--- src/logic/cmms_defines.vh ---
// Constants for the core memory map and status block
`ifndef CMMS_DEFINES_VH
`define CMMS_DEFINES_VH

// Program space
`define CMMS_PC_W 11
`define CMMS_RESET_VEC 11'h000
`define CMMS_INT_VEC 11'h004
`define CMMS_STACK_DEPTH 6

// Data space
`define CMMS_DADDR_W 8
`define CMMS_SYS_LAST 8'h07
`define CMMS_PERIPH_LAST 8'h7f
`define CMMS_GP_FIRST 8'h80
`define CMMS_GP_WORDS 128

// System register offsets
`define CMMS_OFF_INDIRECT_PORT_A 8'h00
`define CMMS_OFF_INDIRECT_PORT_B 8'h01
`define CMMS_OFF_INDIRECT_POINTER_A 8'h02
`define CMMS_OFF_INDIRECT_POINTER_B 8'h03
`define CMMS_OFF_ALU_RESET_STATUS 8'h04
`define CMMS_OFF_WORKING_ACCUMULATOR 8'h05
`define CMMS_OFF_INTERRUPT_PENDING_FLAGS 8'h06
`define CMMS_OFF_INTERRUPT_ENABLE_MASK 8'h07

// Status field positions
`define CMMS_ST_POWER_DOWN 4
`define CMMS_ST_TIMEOUT 3
`define CMMS_ST_DIGIT_CARRY 2
`define CMMS_ST_CARRY 1
`define CMMS_ST_ZERO 0

// Implemented bit masks and reset values
`define CMMS_INTERRUPT_PENDING_FLAGS_MASK 8'h1f
`define CMMS_INTE_MASK 8'h9f
`define CMMS_INTERRUPT_PENDING_FLAGS_RESET 8'h00
`define CMMS_INTE_RESET 8'h00
`define CMMS_PTR_RESET 8'h00
`define CMMS_WORK_RESET 8'h00

// Flag operation codes
`define CMMS_FOP_NONE 2'h0
`define CMMS_FOP_ADD 2'h1
`define CMMS_FOP_SUB 2'h2
`define CMMS_FOP_LOGIC 2'h3

`endif

--- src/logic/cmms_core.v ---
// Program counter, return stack, data map, pointers and status register
`include "cmms_defines.vh"

////////////////////////////////////////////////////////////////////////////
// Functional notes
// - Eleven-bit program counter over 2048 words
// - Six-entry return stack of 11-bit addresses
// - Any reset loads program counter with zero
// - Interrupt entry loads shared vector 0004h
// - Data space is 256 bytes, 8-bit address
// - 00h-07h decode to core system registers
// - 08h-7Fh routed to peripheral registers
// - 80h-FFh decode to general data memory
// - Indirect ports redirect through their pointer
// - Indirect read returns pointed memory location
// - Indirect write stores to pointed location
// - ALU flag results override status writes
// - Power-down set by sleep, write-proof
// - Timeout set by watchdog, cleared writing zero
// - Digit carry from low nibble, inverted subtract
// - Carry from top bit, inverted subtract
// - Zero flag when result equals zero
// - External reset clears; watchdog only sets timeout
module cmms_core #(
    parameter PC_W = `CMMS_PC_W,
    parameter STACK_DEPTH = `CMMS_STACK_DEPTH,
    parameter GP_WORDS = `CMMS_GP_WORDS
) (
    // Clock and resets
    input wire core_clk_i,
    input wire reset_i,
    input wire wdt_reset_i,
    // Program flow
    input wire pc_inc_i,
    input wire pc_load_i,
    input wire [PC_W-1:0] pc_target_i,
    input wire call_i,
    input wire ret_i,
    input wire irq_enter_i,
    input wire sleep_i,
    // Data read port
    input wire rd_en_i,
    input wire [7:0] rd_addr_i,
    input wire [7:0] periph_rdata_i,
    // Data write port
    input wire wr_en_i,
    input wire [7:0] wr_addr_i,
    input wire [7:0] wr_data_i,
    // ALU flag results
    input wire [1:0] flag_op_i,
    input wire [7:0] alu_a_i,
    input wire [7:0] alu_b_i,
    input wire [7:0] alu_res_i,
    // Interrupt sources
    input wire [4:0] int_event_i,
    // Program side outputs
    output reg [PC_W-1:0] pc_o,
    // Data side outputs
    output reg [7:0] rd_data_o,
    output reg periph_wr_o,
    output reg [7:0] periph_addr_o,
    output reg [7:0] periph_wdata_o,
    // Core register views
    output reg [7:0] status_o,
    output reg [7:0] work_o,
    output reg [7:0] interrupt_pending_flags_o,
    output reg [7:0] inte_o
);

    ////////////////////////////////////////////////////////////////////////
    // Storage
    reg [PC_W-1:0] pc_q;
    reg [PC_W-1:0] pc_d;
    reg [PC_W-1:0] stack_q [0:STACK_DEPTH-1];
    reg [2:0] sp_q;
    reg [2:0] sp_d;
    reg [7:0] mem_q [0:GP_WORDS-1];
    reg [7:0] ptr_a_q;
    reg [7:0] ptr_b_q;
    reg [7:0] work_q;
    reg [7:0] interrupt_pending_flags_q;
    reg [7:0] inte_q;
    reg pd_q;
    reg to_q;
    reg dc_q;
    reg c_q;
    reg z_q;

    ////////////////////////////////////////////////////////////////////////
    // Address resolution
    // Indirect port maps to its pointer; a pointer aimed back at a port
    // resolves to the port itself, which reads zero and drops writes
    function [7:0] resolve;
        input [7:0] addr;
        input [7:0] pa;
        input [7:0] pb;
        begin
            if (addr == `CMMS_OFF_INDIRECT_PORT_A) begin
                resolve = pa;
            end else if (addr == `CMMS_OFF_INDIRECT_PORT_B) begin
                resolve = pb;
            end else begin
                resolve = addr;
            end
        end
    endfunction

    function is_port;
        input [7:0] addr;
        begin
            is_port = (addr == `CMMS_OFF_INDIRECT_PORT_A) ||
                      (addr == `CMMS_OFF_INDIRECT_PORT_B);
        end
    endfunction

    wire [7:0] rd_eff = resolve(rd_addr_i, ptr_a_q, ptr_b_q);
    wire [7:0] wr_eff = resolve(wr_addr_i, ptr_a_q, ptr_b_q);
    wire wr_ok = wr_en_i && !is_port(wr_eff);
    wire wr_sys = wr_ok && (wr_eff <= `CMMS_SYS_LAST);
    wire wr_gp = wr_ok && (wr_eff >= `CMMS_GP_FIRST);
    wire wr_per = wr_ok && !wr_sys && !wr_gp;

    ////////////////////////////////////////////////////////////////////////
    // Flag computation
    wire [8:0] add_sum = {1'b0, alu_a_i} + {1'b0, alu_b_i};
    wire [4:0] add_nib = {1'b0, alu_a_i[3:0]} + {1'b0, alu_b_i[3:0]};
    wire [7:0] sub_res = alu_a_i - alu_b_i;
    wire is_add = (flag_op_i == `CMMS_FOP_ADD);
    wire is_sub = (flag_op_i == `CMMS_FOP_SUB);
    wire is_arith = is_add || is_sub;
    wire upd_z = (flag_op_i != `CMMS_FOP_NONE);
    // Subtract reports not-borrow, so a >= b reads as carry set
    wire dc_new = is_add ? add_nib[4] :
                  (alu_a_i[3:0] >= alu_b_i[3:0]);
    wire c_new = is_add ? add_sum[8] : (alu_a_i >= alu_b_i);
    wire [7:0] z_src = is_add ? add_sum[7:0] :
                       (is_sub ? sub_res : alu_res_i);
    wire z_new = (z_src == 8'h00);

    wire st_wr = wr_sys && (wr_eff == `CMMS_OFF_ALU_RESET_STATUS);
    wire [7:0] status_now = {3'b000, pd_q, to_q, dc_q, c_q, z_q};

    ////////////////////////////////////////////////////////////////////////
    // Read decode
    function [7:0] sys_read;
        input [2:0] idx;
        input [7:0] pa;
        input [7:0] pb;
        input [7:0] st;
        input [7:0] wk;
        input [7:0] fl;
        input [7:0] en;
        begin
            case (idx)
                3'h2: sys_read = pa;
                3'h3: sys_read = pb;
                3'h4: sys_read = st;
                3'h5: sys_read = wk;
                3'h6: sys_read = fl & `CMMS_INTERRUPT_PENDING_FLAGS_MASK;
                3'h7: sys_read = en & `CMMS_INTE_MASK;
                default: sys_read = 8'h00;
            endcase
        end
    endfunction

    reg [7:0] rd_d;
    always @* begin
        rd_d = 8'h00;
        if (rd_eff <= `CMMS_SYS_LAST) begin
            rd_d = sys_read(rd_eff[2:0], ptr_a_q, ptr_b_q, status_now,
                            work_q, interrupt_pending_flags_q, inte_q);
        end else if (rd_eff >= `CMMS_GP_FIRST) begin
            rd_d = mem_q[rd_eff[6:0]];
        end else begin
            rd_d = periph_rdata_i;
        end
    end

    ////////////////////////////////////////////////////////////////////////
    // Program counter and stack pointer
    wire [31:0] sp_last = STACK_DEPTH - 1;
    wire [2:0] sp_inc = (sp_q == sp_last[2:0]) ? 3'h0 : sp_q + 3'h1;
    wire [2:0] sp_dec = (sp_q == 3'h0) ? sp_last[2:0] : sp_q - 3'h1;
    wire push = irq_enter_i || call_i;
    wire [PC_W-1:0] push_val = irq_enter_i ? pc_q : pc_q + 1'b1;

    always @* begin
        pc_d = pc_q;
        sp_d = sp_q;
        if (wdt_reset_i) begin
            pc_d = `CMMS_RESET_VEC;
        end else if (irq_enter_i) begin
            pc_d = `CMMS_INT_VEC;
            sp_d = sp_inc;
        end else if (call_i) begin
            pc_d = pc_target_i;
            sp_d = sp_inc;
        end else if (ret_i) begin
            pc_d = stack_q[sp_dec];
            sp_d = sp_dec;
        end else if (pc_load_i) begin
            pc_d = pc_target_i;
        end else if (pc_inc_i) begin
            pc_d = pc_q + 1'b1;
        end
    end

    always @(posedge core_clk_i or posedge reset_i) begin
        if (reset_i) begin
            pc_q <= `CMMS_RESET_VEC;
            sp_q <= 3'h0;
        end else begin
            pc_q <= pc_d;
            sp_q <= sp_d;
        end
    end

    // Oldest entry is overwritten once the ring wraps
    always @(posedge core_clk_i) begin
        if (!wdt_reset_i && push) begin
            stack_q[sp_q] <= push_val;
        end
    end

    ////////////////////////////////////////////////////////////////////////
    // General data memory, not reset
    always @(posedge core_clk_i) begin
        if (wr_gp && !wdt_reset_i) begin
            mem_q[wr_eff[6:0]] <= wr_data_i;
        end
    end

    ////////////////////////////////////////////////////////////////////////
    // System registers
    always @(posedge core_clk_i or posedge reset_i) begin
        if (reset_i) begin
            ptr_a_q <= `CMMS_PTR_RESET;
            ptr_b_q <= `CMMS_PTR_RESET;
            work_q <= `CMMS_WORK_RESET;
            interrupt_pending_flags_q <= `CMMS_INTERRUPT_PENDING_FLAGS_RESET;
            inte_q <= `CMMS_INTE_RESET;
            pd_q <= 1'b0;
            to_q <= 1'b0;
            dc_q <= 1'b0;
            c_q <= 1'b0;
            z_q <= 1'b0;
        end else if (wdt_reset_i) begin
            to_q <= 1'b1;
        end else begin
            if (wr_sys && wr_eff == `CMMS_OFF_INDIRECT_POINTER_A) begin
                ptr_a_q <= wr_data_i;
            end
            if (wr_sys && wr_eff == `CMMS_OFF_INDIRECT_POINTER_B) begin
                ptr_b_q <= wr_data_i;
            end
            if (wr_sys && wr_eff == `CMMS_OFF_WORKING_ACCUMULATOR) begin
                work_q <= wr_data_i;
            end
            if (wr_sys && wr_eff == `CMMS_OFF_INTERRUPT_ENABLE_MASK) begin
                inte_q <= wr_data_i & `CMMS_INTE_MASK;
            end
            // A source event wins over a clearing write in the same cycle
            if (wr_sys && wr_eff == `CMMS_OFF_INTERRUPT_PENDING_FLAGS) begin
                interrupt_pending_flags_q <= (wr_data_i | {3'b000, int_event_i}) &
                          `CMMS_INTERRUPT_PENDING_FLAGS_MASK;
            end else begin
                interrupt_pending_flags_q <= interrupt_pending_flags_q | {3'b000, int_event_i};
            end
            if (sleep_i) begin
                pd_q <= 1'b1;
            end
            if (st_wr && !wr_data_i[`CMMS_ST_TIMEOUT]) begin
                to_q <= 1'b0;
            end
            // Flag results take precedence over a write to the same bits
            if (is_arith) begin
                dc_q <= dc_new;
                c_q <= c_new;
            end else if (st_wr) begin
                dc_q <= wr_data_i[`CMMS_ST_DIGIT_CARRY];
                c_q <= wr_data_i[`CMMS_ST_CARRY];
            end
            if (upd_z) begin
                z_q <= z_new;
            end else if (st_wr) begin
                z_q <= wr_data_i[`CMMS_ST_ZERO];
            end
        end
    end

    ////////////////////////////////////////////////////////////////////////
    // Registered outputs
    always @(posedge core_clk_i or posedge reset_i) begin
        if (reset_i) begin
            pc_o <= `CMMS_RESET_VEC;
            rd_data_o <= 8'h00;
            periph_wr_o <= 1'b0;
            periph_addr_o <= 8'h00;
            periph_wdata_o <= 8'h00;
            status_o <= 8'h00;
            work_o <= 8'h00;
            interrupt_pending_flags_o <= 8'h00;
            inte_o <= 8'h00;
        end else begin
            pc_o <= pc_d;
            if (rd_en_i) begin
                rd_data_o <= rd_d;
            end
            periph_wr_o <= wr_per && !wdt_reset_i;
            if (wr_per) begin
                periph_addr_o <= wr_eff;
                periph_wdata_o <= wr_data_i;
            end
            status_o <= status_now;
            work_o <= work_q;
            interrupt_pending_flags_o <= interrupt_pending_flags_q & `CMMS_INTERRUPT_PENDING_FLAGS_MASK;
            inte_o <= inte_q & `CMMS_INTE_MASK;
        end
    end

endmodule // cmms_core

--- config.mk ---
export PLATFORM = sky130hd
export DESIGN_NAME = cmms_core
export DESIGN_NICKNAME = d
export VERILOG_FILES = /design/src/logic/cmms_core.v
export VERILOG_INCLUDE_DIRS = /design/src /design/src/logic
export SDC_FILE = /design/constraint.sdc
export NUM_CORES = 1
export LEC_CHECK = 0
export BUFFER_PORTS_ARGS = -buffer_cell sky130_fd_sc_hd__buf_2
export CAP_MARGIN = 20
export CORE_MARGIN = 2
export CORE_UTILIZATION = 41
export CTS_CLUSTER_SIZE = 10
export DETAILED_ROUTE_END_ITERATION = 10
export MAX_ROUTING_LAYER = met4
export PLACE_DENSITY = 0.53
export SLEW_MARGIN = 20
export SYNTH_ARGS = -nofsm -noshare
export SYNTH_HDL_FRONTEND = slang
export SYNTH_SLANG_ARGS = --single-unit
--- constraint.sdc ---
create_clock -name core_clk_i -period 4.5 [get_ports core_clk_i]
set_clock_uncertainty 0.15 [all_clocks]
set_input_delay 0 -clock core_clk_i [delete_from_list [all_inputs] [get_ports core_clk_i]]
set_output_delay 0 -clock core_clk_i [all_outputs]
set_load 0.01 [all_outputs]
**Word-level counts from Yosys, hierarchy flattened**

Memories as Yosys holds them, arrays and structs flattened.
Index checks and enable logic that the tools add are counted.

- Memories kept: 2
- Output and inout port bits: 68
- Input bits: 85
- Flip-flop bits (word level): 106
- RAM bits: 1090

Memory list:

| memory | depth | bits a word | read ports | clocked after memory_dff | wr ports | RTL line | text |
|---|---|---|---|---|---|---|---|
| mem_q | 128 | 8 | 1 | 0 | 1 | cmms_core.v:77 | `reg [7:0] mem_q [0:GP_WORDS-1];` |
| stack_q | 6 | 11 | 1 | 0 | 1 | cmms_core.v:74 | `reg [PC_W-1:0] stack_q [0:STACK_DEPTH-1];` |

- Reduce and logical (&&, ||, !) cells: 42
- Equal/unequal tests: 18
- Bitwise logic cells: 3
- Mux-type cells: 36
- Add/subtract/negate cells: 6
- Magnitude comparators: 6

Operators by type and width:

| cell | number |
|---|---|
| $mux W11 | 7 |
| $mux W8 | 9 |
| $pmux W8 S6 | 1 |
| $eq A8 B3 Y1 const B | 4 |
| $logic_not A8 Y1 | 4 |
| $eq A8 B1 Y1 const B | 3 |
| $eq A8 B2 Y1 const B | 2 |
| $ge A8 B8 Y1 const B | 2 |
| $le A8 B3 Y1 const B | 2 |
| $reduce_and A2 Y1 | 8 |
| $eq A3 B3 Y1 const B | 5 |
| $logic_and A1 B1 Y1 | 15 |
| $mux W3 | 5 |
| $mux W1 | 14 |
| $add A11 B1 Y11 const B | 1 |
| $add A8 B8 Y9 | 1 |
| $ge A8 B8 Y1 | 1 |
| $or A8 B5 Y8 | 1 |
| $reduce_bool A2 Y1 | 4 |
| $sub A8 B8 Y8 | 1 |
| $eq A3 B2 Y1 const B | 2 |
| $reduce_bool A6 Y1 | 1 |
| $add A4 B4 Y5 | 1 |
| $logic_not A1 Y1 | 5 |
| 10 further kinds | 12 |

**Logic depth before layout (Yosys ltp)**

- Depth in word-level cells: 12
- Depth in mapped cells: 14
- Gate-level depth less buffers: 13

**Least setup slack after synthesis**

No wires, ideal clock.

- Path kind: input port to flip-flop
- From: in wr_addr_i[6]
- To: reg ptr_b_q[0]
- Setup slack: 1.210 ns
- Required time: 4.225 ns
- Library setup time: 0.125 ns
- Arrival: 3.015 ns
- Cell stages on the path: 11
- Cell sequence: or4_1 buf_2 or3_1 buf_2 o22a_2 or4_1 buf_4 nor2_8 nand4_1 nor2_4 mux2_2

- Cells in the longest elaborated chain, start to end: 10
- Elaborated cells on any way between the ends: 14
- Classes of those cells: 1 x order compare; 3 x eq/ne; 2 x mux; 8 x reduce/logical

Ends and longest elaborated chain:

| element | RTL line | text |
|---|---|---|
| from (decl) | cmms_core.v:47 | `input wire [7:0] wr_addr_i,` |
| $eq A8 B1 Y1 (no source line) | -- |  |
| $mux W8 | cmms_core.v:100 | `` end else if (addr == `CMMS_OFF_INDIRECT_PORT_B) begin `` |
| $mux W8 * | cmms_core.v:98 | `` if (addr == `CMMS_OFF_INDIRECT_PORT_A) begin `` |
| branches (longest 5 deep; another with $le A8 B3 Y1) | -- |  |
| $logic_and A1 B1 Y1 (no source line) * | -- |  |
| $reduce_and A2 Y1 (no source line) * | -- |  |
| to (signal assigned) | cmms_core.v:238 | `` ptr_b_q <= `CMMS_PTR_RESET; `` |
| to (signal assigned) | cmms_core.v:254 | `ptr_b_q <= wr_data_i;` |
| to (decl) | cmms_core.v:79 | `reg [7:0] ptr_b_q;` |

Mark *: on every way between the ends.
A chain may end at the register's enable or synchronous reset.

**Final worst setup path**

- From: in rd_addr_i[5]
- To: reg rd_data_o[1]

- Cells in the longest elaborated chain, start to end: 6
- Elaborated cells on any way between the ends: 16
- Classes of those cells: 2 x order compare; 7 x eq/ne; 5 x mux; 1 x reduce/logical; 1 x memory

Ends and longest elaborated chain:

| element | RTL line | text |
|---|---|---|
| from (decl) | cmms_core.v:43 | `input wire [7:0] rd_addr_i,` |
| $eq A8 B1 Y1 (no source line) | -- |  |
| $mux W8 | cmms_core.v:100 |  |
| $mux W8 * | cmms_core.v:98 |  |
| $mem_v2 Z128 W8, or another cell as far along | -- |  |
| $mux W8 or $pmux W8 S6 (tied branches) | cmms_core.v:172, cmms_core.v:154 |  |
| $mux W8 * | cmms_core.v:169 | `` if (rd_eff <= `CMMS_SYS_LAST) begin `` |
| to (signal assigned) | cmms_core.v:307 | `rd_data_o <= rd_d;` |
| to (decl) | cmms_core.v:59 | `output reg [7:0] rd_data_o,` |

Every way passes the cells marked *; elsewhere a longest branch is shown, timed or not.

==> reports/summary.md <==
Dividing the synthesized area by the synthesized cell count gives 13.0 µm². The first global-routing pass estimated 229 mm of wire. For the final number of hold-violating endpoints, the log shows 0.

The most used flip-flop cell after synthesis is sky130_fd_sc_hd__edfxtp_1. The final core utilization is 48.9%. Relative to the synthesized area, the layout overhead comes to 18.0%.

The total negative setup slack was 0 ns. After synthesis, the share of flip-flops with an asynchronous set or reset is 8.63%. The critical-path maximum fanout was 43; the combined area of all synthesized cells was 49000 µm².

Setup violations remaining at the end of the flow were counted as 0. The final period utilization is 98.1%, and the number of buffers added by the clock tree synthesis step is 140. Once the clock tree was built, the setup fixing pass inserted 0 buffers.

The total grt overflow was 0; the initial antenna violation count was 6. The area of combinational cells with multiple inputs is 12800 µm². The logs give 5 for the number of iterations in the first detailed-routing pass and 35300 µm² for the sequential standard cell area. Sequential cells were found to cover 72.1% of the synthesized design area. The largest delay contributor family on the critical path was buffers and inverters. From left edge to right edge, the die measures 350 µm. For the placeable core area, the log shows 118000 µm².

The full die area is 122000 µm², and the maximum cell stage delay along the critical path is 0.69 ns. The register clock-pin slew on the reported worst setup and hold paths works out to 0.06 ns. The tools report the max-cap check violation count as 0. Among the stages of the critical path, the cell type that occurs most often is sky130_fd_sc_hd__a311oi_1.

The via count of the first global-routing pass came out at 32100. For the worst path arrival time, the log shows 4.91 ns. For this design, the slowest cell found on the critical path is sky130_fd_sc_hd__or4_1. The logs give 0 for the residual antenna-violating net count after detailed routing and 0 for the DRC violation count after routing. The wire length per cell after detailed routing came out at 27.7 µm. STA classifies the critical path endpoint as a flop. The routed design could run at a clock period as short as 4.42 ns. Clock tree synthesis selected as its root buffer the cell sky130_fd_sc_hd__clkbuf_16.

Once detailed placement completed, the half-perimeter wirelength came to 98.1 mm. In this run the tightest slew margin relative to its limit is 22.6%. The worst-case IR drop observed on VDD is 0.403 mV. Yosys mapped the design onto 71 distinct sky130hd cell types. The number of vias in the routed layout is 33300, and the static leakage is 20.4 nW.

The number of buffers and inverters on the critical path is 6. Traced cell by cell, the critical path runs through dlygate4sd3_1 > buf_2 > or4_1 > o31ai_1 > buf_4 > and2_4 > buf_12 > buf_12 > and3_1 > a311oi_1 > a311oi_1 > a311oi_1 > o21ai_0 > a32oi_1 > dlygate4sd3_1. The starting density of the core is 41.4%, and the source-to-sink clock delay at the later pin of the worst-skew pair is 0.75 ns.

Setup repair after global routing left no endpoint under its margin. Dividing total power by cell area gives a power density of 430 nW/µm². In this run the deepest clock path goes through 3 buffers. The run gives 153 as the total I/O pin count. At the worst endpoint, the required time is 4.99 ns. After filler insertion, the fill cell instance count of the layout stands at 10300. Buffers placed on the I/O ports in this run total 144. For the maximum level of the CTS H-tree, the log shows 4. The number of max-slew violations in the final report came out at 0.

Counting flops with a built-in enable in the synthesized netlist gives 1090. TritonCTS built the clock tree. The first routing iteration left 3709 violations. Worst hold-check path type: in -> reg. After detailed routing, the number of vias per cell comes to 5.80. The critical path in this run is classified as in -> reg. Synthesis produced a netlist whose cell count is 3768. Across every metal layer, demand over resource in global routing totals 26.8%. Based on the critical path, the design can be clocked at up to 226 MHz. The final layout contains 4245 nets. The Yosys step of the flow raised 0 warnings. The overall die height is 350 µm.

Entering global routing, the biggest net connects 133 pins. STA classifies the critical path startpoint as an input pin. Cells with a size suffix above 1 make up 13.6% of the layout. The post-synthesis register bit count came out at 1193. At the pin with the least slew margin, the transition time is 1.16 ns. At the end of routability-driven placement, the weighted congestion stood at 0.921. After floorplanning, the core was divided into 126 placement rows.

The flow ran to the end, and the final reports show no timing, DRC or antenna violations. Clock tree synthesis found a total of 1193 sinks. The post-detailed-routing wire length came out at 159 mm.
-- cell families (layout without fill, tap and decap cells) --
kind of cell,Yosys count,in the layout,share of synthesized area (%)
compound gates,470,470,6.52
buf+inv,258,682,2.13
flops,1193,1193,72.1
fa+ha+maj,23,23,0.618
simple gates,1634,1634,14.4
other cells,1,10,0.00766
xor+xnor,28,28,0.501
mux,161,161,3.69
-- routing by layer --
metal	global-route usage [%]	up-vias	share of wire (%)
met5	-	-	0
met2	41.9	1331	48
met1	35.6	16900	42
met4	9.61	0	3.4
met3	4.07	304	7.0
li1	-	14700	-
-- registers in the layout (all words and copies together), names as in the netlist --
name	count
c_q	1
dc_q	1
inte_o	6
inte_q	6
interrupt_pending_flags_o	5
interrupt_pending_flags_q	5
mem_q	1024
pc_o	11
pd_q	1
periph_addr_o	8
periph_wdata_o	8
periph_wr_o	1
ptr_a_q	8
ptr_b_q	8
rd_data_o	8
sp_q	3
stack_q	66
status_o	5
to_q	1
work_o	8
work_q	8
z_q	1
-- cell usage after synthesis (all sizes together), types with 17 or more instances --
| library cell | instances | share of area [%] |
|---|---|---|
| edfxtp | 1090 | 67 |
| nand2 | 920 | 7.1 |
| nand3 | 315 | 3.2 |
| nor2 | 198 | 1.6 |
| clkbuf | 135 | 1.0 |
| a21oi | 116 | 1.2 |
| mux2i | 105 | 2.1 |
| dfrtp | 103 | 5.3 |
| buf | 94 | 0.87 |
| a31oi | 72 | 0.92 |
| o21ai | 56 | 0.57 |
| nand4 | 54 | 0.69 |
| a32oi | 47 | 0.84 |
| mux2 | 45 | 1.0 |
| and3 | 40 | 0.51 |
| nor3 | 33 | 0.36 |
| a311oi | 31 | 0.55 |
| inv | 29 | 0.22 |
| ha | 21 | 0.54 |
| o22ai | 21 | 0.27 |
| a211oi | 20 | 0.31 |
| nor4 | 18 | 0.23 |
| xor2 | 17 | 0.30 |
-- final timing paths --
check	slack (ns)	end	start	cells past startpoint
min in group asynchronous	0.42	periph_wdata_o[5]	reset_i	4
worst max-delay path	0.08	rd_data_o[1]	rd_addr_i[5]	15
max in group asynchronous	2.74	ptr_b_q[4]	reset_i	5
worst min register to register	0.24	status_o[3]	to_q	0
worst max register to register	0.19	rd_data_o[1]	ptr_b_q[1]	11
worst min-delay path	0.08	periph_wdata_o[4]	wr_data_i[4]	4
-- area by class of cell --
type / instances / area share (%)
Clock buffer: 192 / 6.66
Tap cell: 1536 / 3.33
Sequential cell: 1193 / 61.1
Inverter: 29 / 0.193
Multi-Input combinational cell: 2324 / 22.2
Antenna cell: 2 / 0.00866
Timing Repair Buffer: 449 / 6.32
Clock inverter: 12 / 0.208
-- layout by cell type (no fill, tap or decap), types with 31 or more instances in the layout --
master                             n
sky130_fd_sc_hd__nand3_1         315
sky130_fd_sc_hd__edfxtp_1       1090
sky130_fd_sc_hd__a311oi_1         31
sky130_fd_sc_hd__mux2_2           43
sky130_fd_sc_hd__dfrtp_1         103
sky130_fd_sc_hd__o21ai_0          54
sky130_fd_sc_hd__nand4_1          54
sky130_fd_sc_hd__mux2i_1         105
sky130_fd_sc_hd__a21oi_1         116
sky130_fd_sc_hd__nand2_1         919
sky130_fd_sc_hd__dlygate4sd3_1   123
sky130_fd_sc_hd__nor2_1          193
sky130_fd_sc_hd__a31oi_1          70
sky130_fd_sc_hd__clkbuf_1         45
sky130_fd_sc_hd__nor3_1           32
sky130_fd_sc_hd__buf_4           165
sky130_fd_sc_hd__and3_1           40
sky130_fd_sc_hd__a32oi_1          46
sky130_fd_sc_hd__clkbuf_16       147
sky130_fd_sc_hd__buf_2           136
-- metrics by stage --
stage / total power, mW / hold WS, ns / instance area (µm²) / cells / worst slack [ns]
final: 24.9 / 0.0791 / 57800 / 5737 / 0.0838
after global routing: 25.6 / 0.0649 / 57800 / 5736 / 0.0360
after CTS: 25.0 / 0.0210 / 57700 / 5735 / 0.0716
after detailed placement: 14.7 / 0.0626 / 52500 / 5408 / 0.216
after global placement: 14.7 / 0.0598 / 52500 / 5407 / 0.150
after floorplan: 13.7 / -0.0511 / 49000 / 3775 / 1.21
-- tightest hold or removal path, delay by kind of cell --
family / cells / cell delay (ns)
buffers and inverters: 3 / 0.83
AO/OA/AOI/OAI: 1 / 0.09
-- power by group --
group | leakage [nW] | internal, mW | switching [mW] | total, mW
Sequential | 11.1 | 12.3 | 0.111 | 12.4
Combinational | 7.37 | 0.762 | 1.48 | 2.24
Clock | 1.93 | 5.94 | 4.30 | 10.2
Total | 20.4 | 19.0 | 5.89 | 24.9
-- what timing repair did --
item / CTS / global route
endpoints found under the hold margin: 869 / 0
endpoints found under the setup margin: 0 / 5
hold buffers: 123 / 0
resized for setup: 0 / 4
Power figures use the tool's default switching activity.
